`src/verilog/chp_pkg.sv`:
```
// package: constants and carriers for the compatibility host port
package chp_pkg;
  localparam int CMD_FIFO_DEPTH  = 12;
  localparam int STAT_FIFO_DEPTH = 12;
  localparam int CNT_W           = 4;
  // sub-CPU reset pulse length, 80 ns rounded up to whole cycles
  localparam int CLK_PERIOD_NS   = 10;
  localparam int SUBRST_TIME_NS  = 80;
  localparam int SUBRST_CYCLES   =
    (SUBRST_TIME_NS + CLK_PERIOD_NS - 1) / CLK_PERIOD_NS;
  localparam logic [3:0] SUBRST_CNT_INIT = 4'(SUBRST_CYCLES);
  // second-mode address decode
  localparam logic [1:0] ADDR_CMD_DATA = 2'h0;
  localparam logic [1:0] ADDR_RST_TST  = 2'h1;
  localparam logic [1:0] ADDR_HCFG     = 2'h2;
  // host configuration fields
  localparam int HCFG_DMA16_BIT   = 0;
  localparam int HCFG_LOHI_BIT    = 1;
  localparam int HCFG_DRQSEL_BIT  = 2;
  localparam int HCFG_SUSPEND_BIT = 3;
  localparam logic [3:0] HCFG_RESET = 4'h0;
  // transfer status fixed top bits
  localparam logic [1:0] XSTAT_TOP = 2'h3;

  typedef enum logic {CHP_MODE_FIRST, CHP_MODE_SECOND} chp_mode_t;

  typedef enum logic [2:0] {
    CHP_OP_NONE, CHP_OP_CMD_WR, CHP_OP_STAT_RD, CHP_OP_DATA_WR,
    CHP_OP_DATA_RD, CHP_OP_SUB_RST, CHP_OP_XSTAT_RD, CHP_OP_HCFG_WR
  } chp_op_t;

  typedef struct packed {
    logic       valid;
    logic [7:0] data;
  } chp_byte_t;
endpackage

```
`src/verilog/chp_skid.sv`:
```
// two-entry buffer with valid/ready on both sides
`timescale 1ns/1ps
module chp_skid
  import chp_pkg::*;
(
  // clock and reset
  input  wire logic       clk,
  input  wire logic       rst,
  // filling side
  input  wire logic       in_valid,
  input  wire logic [7:0] in_data,
  output logic            in_ready,
  // draining side
  output logic            out_valid,
  output logic [7:0]      out_data,
  input  wire logic       out_ready,
  // flush
  input  wire logic       flush
);
  logic [7:0] mem [2];
  logic       wp;
  logic       rp;
  logic [1:0] cnt;

  assign in_ready  = (cnt != 2'h2);
  assign out_valid = (cnt != 2'h0);
  assign out_data  = mem[rp];

  always_ff @(posedge clk) begin
    if (rst || flush) begin
      wp  <= 1'b0;
      rp  <= 1'b0;
      cnt <= 2'h0;
    end else begin
      if (in_valid && in_ready) begin
        mem[wp] <= in_data;
        wp      <= ~wp;
      end
      if (out_valid && out_ready) begin
        rp <= ~rp;
      end
      cnt <= cnt + 2'(in_valid && in_ready) - 2'(out_valid && out_ready);
    end
  end
endmodule

```
`src/verilog/chp_host_port.sv`:
```
// compatibility-mode host port: decode, command/status FIFOs, status reg
// Function
// - first mode: select low decodes command/status or data; high ignored
// - twelve-byte command FIFO from host to sub-CPU
// - command write raises sub-CPU interrupt until FIFO emptied
// - command write into full FIFO is discarded
// - with command break set, command write aborts data/status transfer
// - twelve-byte status FIFO from sub-CPU to host
// - status-available pin low while status bytes wait
// - data transfers only while sub-CPU enabled them, shown by data-enable; DMA-selected writes and DMA-ack reads pass without it
// - second mode decodes addresses 00, 01, 10; DMA ack moves DMA data
// - address 00 goes to data only if non-DMA, started, not suspended
// - DMA or non-DMA choice comes from host configuration
// - second-mode FIFOs behave as in first mode
// - reset location write pulses sub-CPU reset low, registers untouched
// - transfer status: 1,1,eject,wait,eop,status,data-enable,request
// - eop, status and data-enable bits follow first-mode pins
// - wait bit mirrors wait pin when non-DMA, else reads 1
// - request bit mirrors wait pin when DMA, else reads 0
// - DMA only when request-select bit low and select pin low
// - suspend bit stops non-DMA data, no effect on DMA
// - device reset clears host configuration
`timescale 1ns/1ps
module chp_host_port
  import chp_pkg::*;
(
  // clock and reset
  input  wire logic       clk,
  input  wire logic       rst,
  // mode and pins
  input  wire logic       mode_second,
  input  wire logic       host_select_n,
  input  wire logic       host_read_strobe_n,
  input  wire logic       host_write_strobe_n,
  input  wire logic       command_sel,
  input  wire logic       host_addr_1,
  input  wire logic       host_addr_0,
  input  wire logic       dma_acknowledge_n,
  input  wire logic       dma_select_pin,
  input  wire logic       eject_pin,
  input  wire logic [7:0] host_data_in,
  output logic [7:0]      host_data_out,
  output logic            host_data_oe,
  output logic            status_available_n,
  output logic            data_enable_n,
  output logic            subcpu_reset_n,
  // sub-CPU side
  input  wire logic       command_break,
  input  wire logic       cmd_pop,
  output logic [7:0]      cmd_head,
  output logic            cmd_nonempty,
  output logic            command_present_irq,
  input  wire logic       stat_push,
  input  wire logic [7:0] stat_byte,
  output logic            stat_full,
  input  wire logic       xfer_start,
  input  wire logic       xfer_stop,
  input  wire logic       end_of_process_in,
  input  wire logic       wait_in,
  output logic            xfer_abort,
  output logic            end_of_process,
  output logic            wait_pin,
  output logic [3:0]      host_configuration_out,
  output logic            dma_mode,
  // data path to memory engine
  output chp_byte_t       wr_data,
  input  wire logic       wr_ready,
  input  wire chp_byte_t  rd_data,
  output logic            rd_taken
);
  logic [7:0] cmd_mem  [CMD_FIFO_DEPTH];
  logic [7:0] stat_mem [STAT_FIFO_DEPTH];
  logic [CNT_W-1:0] cmd_wp, cmd_rp, stat_wp, stat_rp;
  logic [CNT_W:0]   cmd_cnt, stat_cnt;
  logic [3:0]       host_configuration;
  logic [3:0]       rst_cnt;
  logic             xfer_on;
  logic             rd_prev, wr_prev;
  logic             rd_edge, wr_edge;
  logic             data_sel, dma_sel;
  chp_op_t          op;
  logic             cmd_full, stat_empty;
  logic             skid_in_ready, skid_out_valid;
  logic [7:0]       skid_out_data;
  logic [7:0]       xfer_stat;

  // strobe falling edges, so a held strobe acts once
  always_ff @(posedge clk) begin
    if (rst) begin
      rd_prev <= 1'b1;
      wr_prev <= 1'b1;
    end else begin
      rd_prev <= host_read_strobe_n;
      wr_prev <= host_write_strobe_n;
    end
  end
  assign rd_edge = rd_prev && !host_read_strobe_n && host_write_strobe_n;
  assign wr_edge = wr_prev && !host_write_strobe_n && host_read_strobe_n;

  // transfer selection
  assign dma_sel = mode_second &&
                   !host_configuration[HCFG_DRQSEL_BIT] &&
                   !dma_select_pin;
  assign data_sel = !dma_sel && xfer_on &&
                    !(mode_second &&
                      host_configuration[HCFG_SUSPEND_BIT]);

  // operation decode
  always_comb begin
    op = CHP_OP_NONE;
    if (!mode_second) begin
      if (!host_select_n) begin
        if (wr_edge) begin
          op = command_sel ? CHP_OP_DATA_WR : CHP_OP_CMD_WR;
        end else if (rd_edge) begin
          op = command_sel ? CHP_OP_DATA_RD : CHP_OP_STAT_RD;
        end
      end
    end else if (!dma_acknowledge_n) begin
      if (wr_edge) begin
        op = CHP_OP_DATA_WR;
      end else if (rd_edge) begin
        op = CHP_OP_DATA_RD;
      end
    end else if (!host_select_n) begin
      case ({host_addr_1, host_addr_0})
        ADDR_CMD_DATA: begin
          if (wr_edge) begin
            op = data_sel ? CHP_OP_DATA_WR : CHP_OP_CMD_WR;
          end else if (rd_edge) begin
            op = data_sel ? CHP_OP_DATA_RD : CHP_OP_STAT_RD;
          end
        end
        ADDR_RST_TST: begin
          if (wr_edge) begin
            op = CHP_OP_SUB_RST;
          end else if (rd_edge) begin
            op = CHP_OP_XSTAT_RD;
          end
        end
        ADDR_HCFG: begin
          if (wr_edge) begin
            op = CHP_OP_HCFG_WR;
          end
        end
        default: op = CHP_OP_NONE;
      endcase
    end
  end

  // command FIFO
  assign cmd_full = (cmd_cnt == (CNT_W+1)'(CMD_FIFO_DEPTH));
  always_ff @(posedge clk) begin
    if (rst) begin
      cmd_wp  <= '0;
      cmd_rp  <= '0;
      cmd_cnt <= '0;
    end else begin
      // full FIFO drops the byte, contents kept
      if (op == CHP_OP_CMD_WR && !cmd_full) begin
        cmd_mem[cmd_wp] <= host_data_in;
        cmd_wp <= (cmd_wp == CNT_W'(CMD_FIFO_DEPTH-1)) ? '0 : cmd_wp + 1'b1;
      end
      if (cmd_pop && cmd_cnt != '0) begin
        cmd_rp <= (cmd_rp == CNT_W'(CMD_FIFO_DEPTH-1)) ? '0 : cmd_rp + 1'b1;
      end
      cmd_cnt <= cmd_cnt + (CNT_W+1)'(op == CHP_OP_CMD_WR && !cmd_full)
                         - (CNT_W+1)'(cmd_pop && cmd_cnt != '0);
    end
  end
  assign cmd_head     = cmd_mem[cmd_rp];
  assign cmd_nonempty = (cmd_cnt != '0);

  // interrupt: set wins over the emptying pop
  always_ff @(posedge clk) begin
    if (rst) begin
      command_present_irq <= 1'b0;
    end else if (op == CHP_OP_CMD_WR) begin
      command_present_irq <= 1'b1;
    end else if (cmd_cnt == '0) begin
      command_present_irq <= 1'b0;
    end
  end

  // status FIFO
  assign stat_empty = (stat_cnt == '0);
  assign stat_full  = (stat_cnt == (CNT_W+1)'(STAT_FIFO_DEPTH));
  always_ff @(posedge clk) begin
    if (rst || xfer_abort) begin
      stat_wp  <= '0;
      stat_rp  <= '0;
      stat_cnt <= '0;
    end else begin
      if (stat_push && !stat_full) begin
        stat_mem[stat_wp] <= stat_byte;
        stat_wp <= (stat_wp == CNT_W'(STAT_FIFO_DEPTH-1)) ? '0
                 : stat_wp + 1'b1;
      end
      if (op == CHP_OP_STAT_RD && !stat_empty) begin
        stat_rp <= (stat_rp == CNT_W'(STAT_FIFO_DEPTH-1)) ? '0
                 : stat_rp + 1'b1;
      end
      stat_cnt <= stat_cnt + (CNT_W+1)'(stat_push && !stat_full)
                - (CNT_W+1)'(op == CHP_OP_STAT_RD && !stat_empty);
    end
  end

  // break: command write aborts data and status transfer
  always_ff @(posedge clk) begin
    if (rst) begin
      xfer_abort <= 1'b0;
    end else begin
      xfer_abort <= (op == CHP_OP_CMD_WR) && command_break;
    end
  end

  // transfer enable from sub-CPU; start wins over stop
  always_ff @(posedge clk) begin
    if (rst) begin
      xfer_on <= 1'b0;
    end else if (xfer_start) begin
      xfer_on <= 1'b1;
    end else if (xfer_stop || xfer_abort) begin
      xfer_on <= 1'b0;
    end
  end

  // pins, all registered
  always_ff @(posedge clk) begin
    if (rst) begin
      status_available_n <= 1'b1;
      data_enable_n      <= 1'b1;
      end_of_process     <= 1'b0;
      wait_pin           <= 1'b1;
      dma_mode           <= 1'b0;
    end else begin
      status_available_n <= stat_empty;
      data_enable_n      <= !xfer_on;
      end_of_process     <= end_of_process_in;
      wait_pin           <= wait_in;
      dma_mode           <= dma_sel;
    end
  end

  // host configuration
  always_ff @(posedge clk) begin
    if (rst) begin
      host_configuration <= HCFG_RESET;
    end else if (op == CHP_OP_HCFG_WR) begin
      host_configuration <= host_data_in[3:0];
    end
  end
  assign host_configuration_out = host_configuration;

  // sub-CPU reset pulse, touches no register
  always_ff @(posedge clk) begin
    if (rst) begin
      rst_cnt        <= '0;
      subcpu_reset_n <= 1'b1;
    end else if (op == CHP_OP_SUB_RST) begin
      rst_cnt        <= SUBRST_CNT_INIT;
      subcpu_reset_n <= 1'b0;
    end else if (rst_cnt != '0) begin
      rst_cnt        <= rst_cnt - 1'b1;
      subcpu_reset_n <= (rst_cnt == 4'h1);
    end
  end

  // transfer status from registered pins, eject pin taken directly
  assign xfer_stat = {XSTAT_TOP, eject_pin,
                      dma_mode ? 1'b1 : wait_pin,
                      end_of_process, status_available_n,
                      data_enable_n,
                      dma_mode ? wait_pin : 1'b0};

  // host read data
  always_ff @(posedge clk) begin
    if (rst) begin
      host_data_out <= 8'h00;
      host_data_oe  <= 1'b0;
    end else begin
      host_data_oe <= !host_read_strobe_n &&
                      (!host_select_n || (mode_second && !dma_acknowledge_n));
      case (op)
        CHP_OP_STAT_RD:  host_data_out <= stat_empty ? 8'h00
                                        : stat_mem[stat_rp];
        CHP_OP_XSTAT_RD: host_data_out <= xfer_stat;
        CHP_OP_DATA_RD:  host_data_out <= rd_data.data;
        default:         host_data_out <= host_data_out;
      endcase
    end
  end
  assign rd_taken = (op == CHP_OP_DATA_RD) && rd_data.valid &&
                    (xfer_on || !dma_acknowledge_n);

  // host data writes buffered toward memory engine
  chp_skid u_wr_buf (
    .clk       (clk),
    .rst       (rst),
    .in_valid  (op == CHP_OP_DATA_WR && (xfer_on || dma_sel)),
    .in_data   (host_data_in),
    .in_ready  (skid_in_ready),
    .out_valid (skid_out_valid),
    .out_data  (skid_out_data),
    .out_ready (wr_ready),
    .flush     (xfer_abort)
  );
  assign wr_data = '{valid: skid_out_valid, data: skid_out_data};

  // assertions
  a_full_write_dropped: assert property (@(posedge clk) disable iff (rst)
    (op == CHP_OP_CMD_WR && cmd_full && !cmd_pop) |=> $stable(cmd_cnt))
    else $error("command write into full FIFO changed count");
  a_irq_on_write: assert property (@(posedge clk) disable iff (rst)
    (op == CHP_OP_CMD_WR) |=> command_present_irq)
    else $error("command write did not raise interrupt");
  a_irq_until_empty: assert property (@(posedge clk) disable iff (rst)
    (command_present_irq && cmd_cnt != '0) |=> command_present_irq)
    else $error("interrupt dropped while FIFO held bytes");
  a_break_aborts: assert property (@(posedge clk) disable iff (rst)
    (op == CHP_OP_CMD_WR && command_break) |=> xfer_abort ##1 !xfer_on)
    else $error("command break did not abort transfer");
  a_status_pin: assert property (@(posedge clk) disable iff (rst)
    (stat_cnt != '0) |=> !status_available_n)
    else $error("status pin high with bytes waiting");
  a_reset_pulse_len: assert property (@(posedge clk) disable iff (rst)
    (op == CHP_OP_SUB_RST) |=> (!subcpu_reset_n) [*8])
    else $error("sub-CPU reset pulse too short");
  a_hcfg_write: assert property (@(posedge clk) disable iff (rst)
    (op == CHP_OP_HCFG_WR) |=> host_configuration == $past(host_data_in[3:0]))
    else $error("host configuration not written");
  a_drq_non_dma: assert property (@(posedge clk) disable iff (rst)
    !dma_mode |-> (xfer_stat[0] == 1'b0 && xfer_stat[4] == wait_pin))
    else $error("transfer status wait or request wrong");
  a_xstat_top: assert property (@(posedge clk) disable iff (rst)
    xfer_stat[7:6] == 2'b11 && xfer_stat[2] == status_available_n)
    else $error("transfer status fixed bits wrong");
  a_dma_select: assert property (@(posedge clk) disable iff (rst)
    (dma_sel) |-> (!host_configuration[HCFG_DRQSEL_BIT] && !dma_select_pin))
    else $error("DMA selected against configuration");
endmodule

```
`config.mk`:
```
export PLATFORM = sky130hd
export DESIGN_NAME = chp_host_port
export DESIGN_NICKNAME = d
export VERILOG_FILES = /design/src/verilog/chp_pkg.sv /design/src/verilog/chp_skid.sv /design/src/verilog/chp_host_port.sv
export SDC_FILE = /design/constraint.sdc
export NUM_CORES = 1
export LEC_CHECK = 0
export BUFFER_PORTS_ARGS = -buffer_cell sky130_fd_sc_hd__buf_2
export CAP_MARGIN = 20
export CORE_MARGIN = 8
export CORE_UTILIZATION = 40
export CTS_CLUSTER_SIZE = 12
export DETAILED_ROUTE_END_ITERATION = 10
export GPL_ROUTABILITY_DRIVEN = 0
export PLACE_DENSITY = 0.65
export SETUP_SLACK_MARGIN = 0.05
export SLEW_MARGIN = 20
export SYNTH_ARGS = -nofsm -noshare
export SYNTH_HDL_FRONTEND = slang
export SYNTH_HIERARCHICAL = 1
export SYNTH_SLANG_ARGS = --single-unit
```
`constraint.sdc`:
```
create_clock -name clk -period 4.7 [get_ports clk]
set_input_delay 0.235 -clock clk [delete_from_list [all_inputs] [get_ports clk]]
set_output_delay 0.235 -clock clk [all_outputs]
set_load 0.01 [all_outputs]
```
; ---- After elaboration in Yosys (flattened, before gate mapping)
; Memory sizes are Yosys's and may differ from the RTL's. A register that Yosys moved wholly into a read port is not among the register bits.
; Cells that the tools add are included.
[classes]
n_addsub = 11
multipliers = 0
div = 0
magnitude_cmp = 0
eq_ne = 17
shift = 0
muxes = 49
bitwise = 2
reduce_logical = 49
[ops]
columns = cell, n
row1 = $mux W3, 15
row2 = $mux W4, 10
row3 = $pmux W8 S3, 1
row4 = $logic_and A1 B1 Y1, 21
row5 = $mux W1, 19
row6 = $add A4 B1 Y4 const B, 4
row7 = $eq A4 B4 Y1 const B, 4
row8 = $eq A3 B3 Y1 const B, 4
row9 = $logic_not A1 Y1, 12
row10 = $add A5 B1 Y5, 2
row11 = $eq A5 B4 Y1 const B, 2
row12 = $logic_not A5 Y1, 2
row13 = $sub A5 B1 Y5, 2
row14 = $pmux W3 S3, 1
row15 = $mux W8, 1
row16 = $reduce_bool A2 Y1, 4
row17 = $eq A3 B2 Y1 const B, 2
row18 = $logic_or A1 B1 Y1, 5
row19 = $reduce_bool A5 Y1, 1
row20 = $eq A4 B1 Y1 const B, 1
row21 = $mux W2, 2
row22 = $reduce_bool A4 Y1, 1
row23 = $sub A4 B1 Y4 const B, 1
row24 = $eq A3 B1 Y1 const B, 1
row25 = other kinds (9), 10
[totals]
reg_bits = 58
latchBits = 0
mem_bits_rw = 208
mem_bits_ro = 0
inputBits = 45
out_inout_bits = 41
wordCells = 156
mem_count = 3
[memory_table]
columns = memory, words, width, read_ports, rd_ports_with_merged_regs, write_ports, line_no
row1 = cmd_mem, 12, 8, 1, 1, 1, chp_host_port.sv:71  ; logic [7:0] cmd_mem [CMD_FIFO_DEPTH];
row2 = stat_mem, 12, 8, 1, 1, 1, chp_host_port.sv:72  ; logic [7:0] stat_mem [STAT_FIFO_DEPTH];
row3 = u_wr_buf.mem, 2, 8, 1, 1, 1, chp_skid.sv:20  ; logic [7:0] mem [2];

; ---- Longest topological paths before layout
[depth]
ltp_word = 19
depth_mapped = 18

; ---- Modules after synthesis
; The synthesis kept the hierarchy.
[modules_own_cells]
columns = mod, n_inst, cells_each, area_each_um2, seq_area_each_um2
row1 = chp_host_port, 1, 743, 10742.8, 7006.7
row2 = chp_skid, 1, 56, 835.8, 580.6

; ---- Least setup slack after synthesis
; Ideal clock, no wire load.
[synth_timing]
path_type = reg2reg
start = reg host_configuration[2], in the netlist host_configuration_out[2]
end = reg cmd_cnt[4]
setup_ns = 0.071
t_arrival_ns = 3.386
required_ns = 4.629
path_slack_ns = 1.243
path_stages_with_launch = 15
n_path_buf = 1
path_cell_list = dfxtp_1 or2_2 and4_1 o31ai_4 o2111ai_2 or2_1 buf_2 ha_1 inv_1 ha_1 fa_1 a21oi_1 nor2_1 or3_1 a21oi_1
[synth_between]
elab_chain_len = 17
word_cells_on_any_way = 18
cone_classes = add/sub (2) / eq/ne (1) / mux (8) / reduce/logical (7)
[synth_rtl]
columns = element, line_no
row1 = start: declaration, chp_host_port.sv:75  ; logic [3:0] host_configuration;
row2 = start signal: assignment, chp_host_port.sv:250  ; host_configuration <= host_data_in[3:0];
row3 = $logic_not A1 Y1 *, chp_host_port.sv:102  ; !host_configuration[HCFG_DRQSEL_BIT] &&
row4 = $logic_and A1 B1 Y1 *, chp_host_port.sv:101  ; assign dma_sel = mode_second &&
row5 = $logic_and A1 B1 Y1 *, chp_host_port.sv:102
row6 = $logic_not A1 Y1 *, chp_host_port.sv:104  ; assign data_sel = !dma_sel && xfer_on &&
row7 = $logic_and A1 B1 Y1 * (2 in series), chp_host_port.sv:104
row8 = $mux W3, chp_host_port.sv:131  ; op = data_sel ? CHP_OP_DATA_RD : CHP_OP_STAT_RD;
row9 = $mux W3, chp_host_port.sv:130  ; end else if (rd_edge) begin
row10 = $mux W3 *, chp_host_port.sv:128  ; if (wr_edge) begin
row11 = $pmux W3 S3 *, chp_host_port.sv:126  ; case ({host_addr_1, host_addr_0})
row12 = $mux W3 *, chp_host_port.sv:125  ; end else if (!host_select_n) begin
row13 = $mux W3 *, chp_host_port.sv:119  ; end else if (!dma_acknowledge_n) begin
row14 = $mux W3 *, chp_host_port.sv:111  ; if (!mode_second) begin
row15 = $eq A3 B1 Y1 *, chp_host_port.sv:167  ; cmd_cnt <= cmd_cnt + (CNT_W+1)'(op == CHP_OP_CMD_WR && !cmd_full)
row16 = $logic_and A1 B1 Y1 *, chp_host_port.sv:167
row17 = $add A5 B1 Y5 *, chp_host_port.sv:167
row18 = $sub A5 B1 Y5 *, chp_host_port.sv:168  ; - (CNT_W+1)'(cmd_pop && cmd_cnt != '0);
row19 = end signal: assignment, chp_host_port.sv:167
row20 = end: declaration, chp_host_port.sv:74  ; logic [CNT_W:0] cmd_cnt, stat_cnt;
; Every way passes the cells marked *; elsewhere a longest branch is shown, timed or not.
; A chain may end at the register's enable or synchronous reset.

; ---- Worst setup path after layout
[layout_timing]
start = in host_read_strobe_n
end = reg cmd_cnt[4]
[layout_between]
elab_chain_len = 13
word_cells_on_any_way = 22
cone_classes = add/sub (2) / eq/ne (1) / mux (14) / reduce/logical (5)
[layout_rtl]
columns = element, line_no
row1 = start: declaration, chp_host_port.sv:33  ; input wire logic host_read_strobe_n,
row2 = $logic_not A1 Y1, chp_host_port.sv:97  ; assign rd_edge = rd_prev && !host_read_strobe_n && host_write_strobe_n;
row3 = $logic_and A1 B1 Y1 (2 in series), chp_host_port.sv:97
row4 = "$mux W3, on equally long branches", "chp_host_port.sv:130, chp_host_port.sv:137"
row5 = "$mux W3, on equally long branches", "chp_host_port.sv:128, chp_host_port.sv:135"
row6 = $pmux W3 S3, chp_host_port.sv:126
row7 = $mux W3, chp_host_port.sv:125
row8 = $mux W3, chp_host_port.sv:119
row9 = $mux W3 *, chp_host_port.sv:111
row10 = $eq A3 B1 Y1 *, chp_host_port.sv:167
row11 = $logic_and A1 B1 Y1 *, chp_host_port.sv:167
row12 = $add A5 B1 Y5 *, chp_host_port.sv:167
row13 = $sub A5 B1 Y5 *, chp_host_port.sv:168
; Marked as above.

==> results.py <==
metrics = {
    "status": {
        "status": "completed",
    },
    "critical_path": {
        "cp_max_fo": 11,
        "crit_buf_inv": 3,
        "critPathTopFamily": "compound AO/OA/AOI/OAI gates",
        "end_kind": "register",
        "cp_slowest_cell": "dlygate4sd3_1",
        "critPathMaxStageDelay_ps": 530,
        "crit_arrival_ps": 4230,
        "cp_cell_sequence": "dlygate4sd3_1 > buf_2 > and3b_1 > o211a_1 > o31ai_4 > o2111ai_2 > or2_1 > ha_1 > inv_1 > ha_1 > fa_1 > a21oi_1 > nor2_1 > or3_1 > a21oi_1",
        "critPathKind": "input pin to register",
        "worstSetupStartpointType": "input pin",
        "cp.required_ps": 5140,
    },
    "die": {
        "die_area_mm2": 0.0346,
        "start_util_pct": 40.4,
        "io_pins": 86,
        "die_h_um": 186,
        "coreArea_mm2": 0.0286,
        "dieWidth_um": 186,
        "rows": 62,
    },
    "pwr": {
        "ir_drop_mv": 0.276,
        "clkPwrFrac_pct": 37.8,
        "p_sw_share_pct": 24.3,
        "total_power_mw": 5.85,
        "power.internal_mw": 4.43,
        "leakagePower_nw": 4.57,
        "p_seq_share_pct": 48.0,
        "p_sw_mw": 1.42,
        "comb_power_share_pct": 14.2,
        "p_per_area_mw_per_mm2": 435,
    },
    "cells_and_area": {
        "final_core_util_pct": 47.0,
        "filler_cell_count": 2480,
        "layout-drive-gt1-share_pct": 22.7,
        "register_area_mm2": 0.00759,
        "antenna_cells": 0,
        "areaGrowthSynthToFinish_pct": 16.1,
        "multi_input_area_mm2": 0.00369,
        "nets": 972,
    },
    "global_route": {
        "overflow": 0,
        "grt_pass1_wl_um": 37600,
        "grt_max_degree": 35,
        "grt_pass1_vias": 6830,
        "antenna_found_initial": 0,
        "grtUsageTotal_pct": 13.9,
    },
    "timing": {
        "clock.fmax_ghz": 0.264,
        "setup_tns_ps": 0,
        "skew_ps": 17.3,
        "worst_pin_slew_ps": 1060,
        "hold_slack_ps": 42.3,
        "drv_slew": 0,
        "period_share_pct": 80.6,
        "setup_viol": 0,
        "grt_setup_unrepaired": "no",
        "fin_crit_ps": 3790,
        "slew_headroom_pct": 29.5,
        "hold_violations": 0,
    },
    "clock_network": {
        "post_cts_buffers": 0,
        "cts_tree": "done",
        "numClockSinks": 275,
        "clockRootBuffer": "clkbuf_16",
        "cts_buffers": 29,
        "cts_max_level": 1,
        "path_clk_slew_ps": 60,
        "clockBufferDepth": 3,
        "clk_latency_ps": 530,
    },
    "logic_synthesis": {
        "synthDistinctLibCells": 68,
        "syn_area_per_cell_um2": 14.5,
        "ys_async_sr_fraction_pct": 0,
        "synth_nets": 874,
        "synth_seq_cells": 275,
        "ys.warnings.count": 6,
        "syn_inst": 799,
        "synth_area_mm2": 0.0116,
        "synth_edf_count": 208,
        "ys.flop_type": "edfxtp_1",
        "synth_seq_area_share_pct": 65.5,
    },
    "routing": {
        "wl_per_cell_um": 18.4,
        "drc_errors": 0,
        "ant_nets": 0,
        "vias_per_cell": 5.21,
        "wl_um": 24000,
        "vias": 6794,
        "firstDrtPassIters": 5,
        "dr.first_iter.drc_count": 426,
    },
    "placed_design": {
        "dpl.hpwl_um": 16600,
        "io_buffers": 85,
    },
    "job": {
        "maxCapViolations": 0,
    },
    "hold_path": {
        "holdCritPathClass": "input pin to register",
    },
}
[registers in the layout, summed over array words and instances (netlist names), 2 cells and up, named ones only]
signal and cells:
cmd_cnt 5, cmd_mem 96, rst_cnt 4, cmd_rp 4
host_data_out 8, u_wr_buf/cnt 2, u_wr_buf/mem 16, stat_wp 4
stat_mem 96, stat_rp 4, host_configuration_out 4, cmd_wp 4
stat_cnt 5
[power by group through the flow]
stage / Combinational (mW) / Sequential (mW) / Clock, mW
after global placement: 0.818 / 2.86 / 0
after CTS: 0.841 / 2.81 / 2.26
after detailed placement: 0.833 / 2.86 / 0
after floorplan: 0.629 / 2.81 / 0
final: 0.831 / 2.81 / 2.21
after global routing: 0.929 / 2.82 / 2.36
[cells in the mapped netlist (all sizes together), types with 12 or more instances]
library cell | number | share of area [%]
edfxtp | 208 | 54
dfxtp | 67 | 12
mux2i | 40 | 3.5
nor2 | 38 | 1.2
nand2 | 37 | 1.2
inv | 36 | 1.2
mux4 | 36 | 7.0
nor3 | 35 | 1.6
o21ai | 30 | 1.3
a21oi | 29 | 1.3
ha | 28 | 3.0
clkbuf | 25 | 0.81
and2 | 20 | 1.1
nand3 | 15 | 0.65
mux2 | 14 | 1.4
buf | 13 | 0.55
o22ai | 12 | 0.65
[cell usage in the layout, fill, tap and decap left out, types with 3 or more instances in the layout]
master and count:
nor3_1 33, dfxtp_1 66, edfxtp_1 208, o21a_1 5, nor2_1 38, o31ai_1 8, xnor2_1 6, and2_1 19
or3_1 3, mux2_2 14, clkinv_2 4, nand2_1 37, xor2_1 5, clkbuf_16 29, nand4_1 4, dlygate4sd3_1 9
o21ai_0 29, nor4_1 6, inv_1 35, mux2i_1 40, nor4_2 3, a31oi_1 5, buf_2 85, a21oi_1 29
nand2b_1 6, nand3_1 15, clkbuf_8 6, mux4_2 36, or2_2 7, a311oi_1 4, ha_1 28, clkbuf_1 11
o22ai_1 12, a21o_1 4, nor2b_1 11, buf_4 11
[routing by layer]
metal / wire (um) / part of all wire (%) / vias up / track usage [%]
li1: - / - / 3242 / -
met1: 10500 / 44 / 3368 / 17.5
met2: 11800 / 49 / 154 / 24.6
met3: 1210 / 5.0 / 30 / 2.47
met4: 444 / 1.8 / 0 / 3.46
met5: 0 / 0 / - / 0
[cells by family (layout without fill, tap and decap cells)]
| logic type | Yosys count | after routing | share of synthesized area [%] |
|---|---|---|---|
| XOR/XNOR | 11 | 11 | 0.832 |
| AO/OA/AOI/OAI | 115 | 115 | 6.46 |
| adder cells (fa/ha/maj) | 30 | 30 | 3.37 |
| buffers and inverters | 75 | 196 | 2.56 |
| multiplexers | 90 | 90 | 11.8 |
| AND/OR/NAND/NOR | 203 | 203 | 9.42 |
| flip-flops | 275 | 275 | 65.5 |
[layout make-up]
type	count	area share, %
repair buffers	105	4.45
flip-flops and latches	275	56.5
clock inverters	8	0.689
well taps	384	3.57
multi-input cells	449	27.5
inverters	37	1.03
clock buffers	46	6.32
[worst paths after layout]
path         slack, ps                 startpoint  cells past startpoint                  end
min                 40               stat_byte[7]                      1       stat_mem[2][7]
max                910         host_read_strobe_n                     15           cmd_cnt[4]
max reg2reg        940  host_configuration_out[2]                     13           cmd_cnt[4]
min reg2reg        460        command_present_irq                      2  command_present_irq
[what timing repair did]
item | in CTS | in global routing
resized for setup | 0 | 0
hold buffers | 9 | 0
endpoints found under the hold margin | 8 | 0
[through the flow]
stage	area, um2	setup slack (ps)	cells
6_report	13400	911	1304
4_1_cts	13400	946	1304
5_1_grt	13400	618	1304
3_3_place_gp	12400	1010	1241
3_5_place_dp	12400	958	1241
2_1_floorplan	11600	1240	799
(Power assumes the default switching activity.)
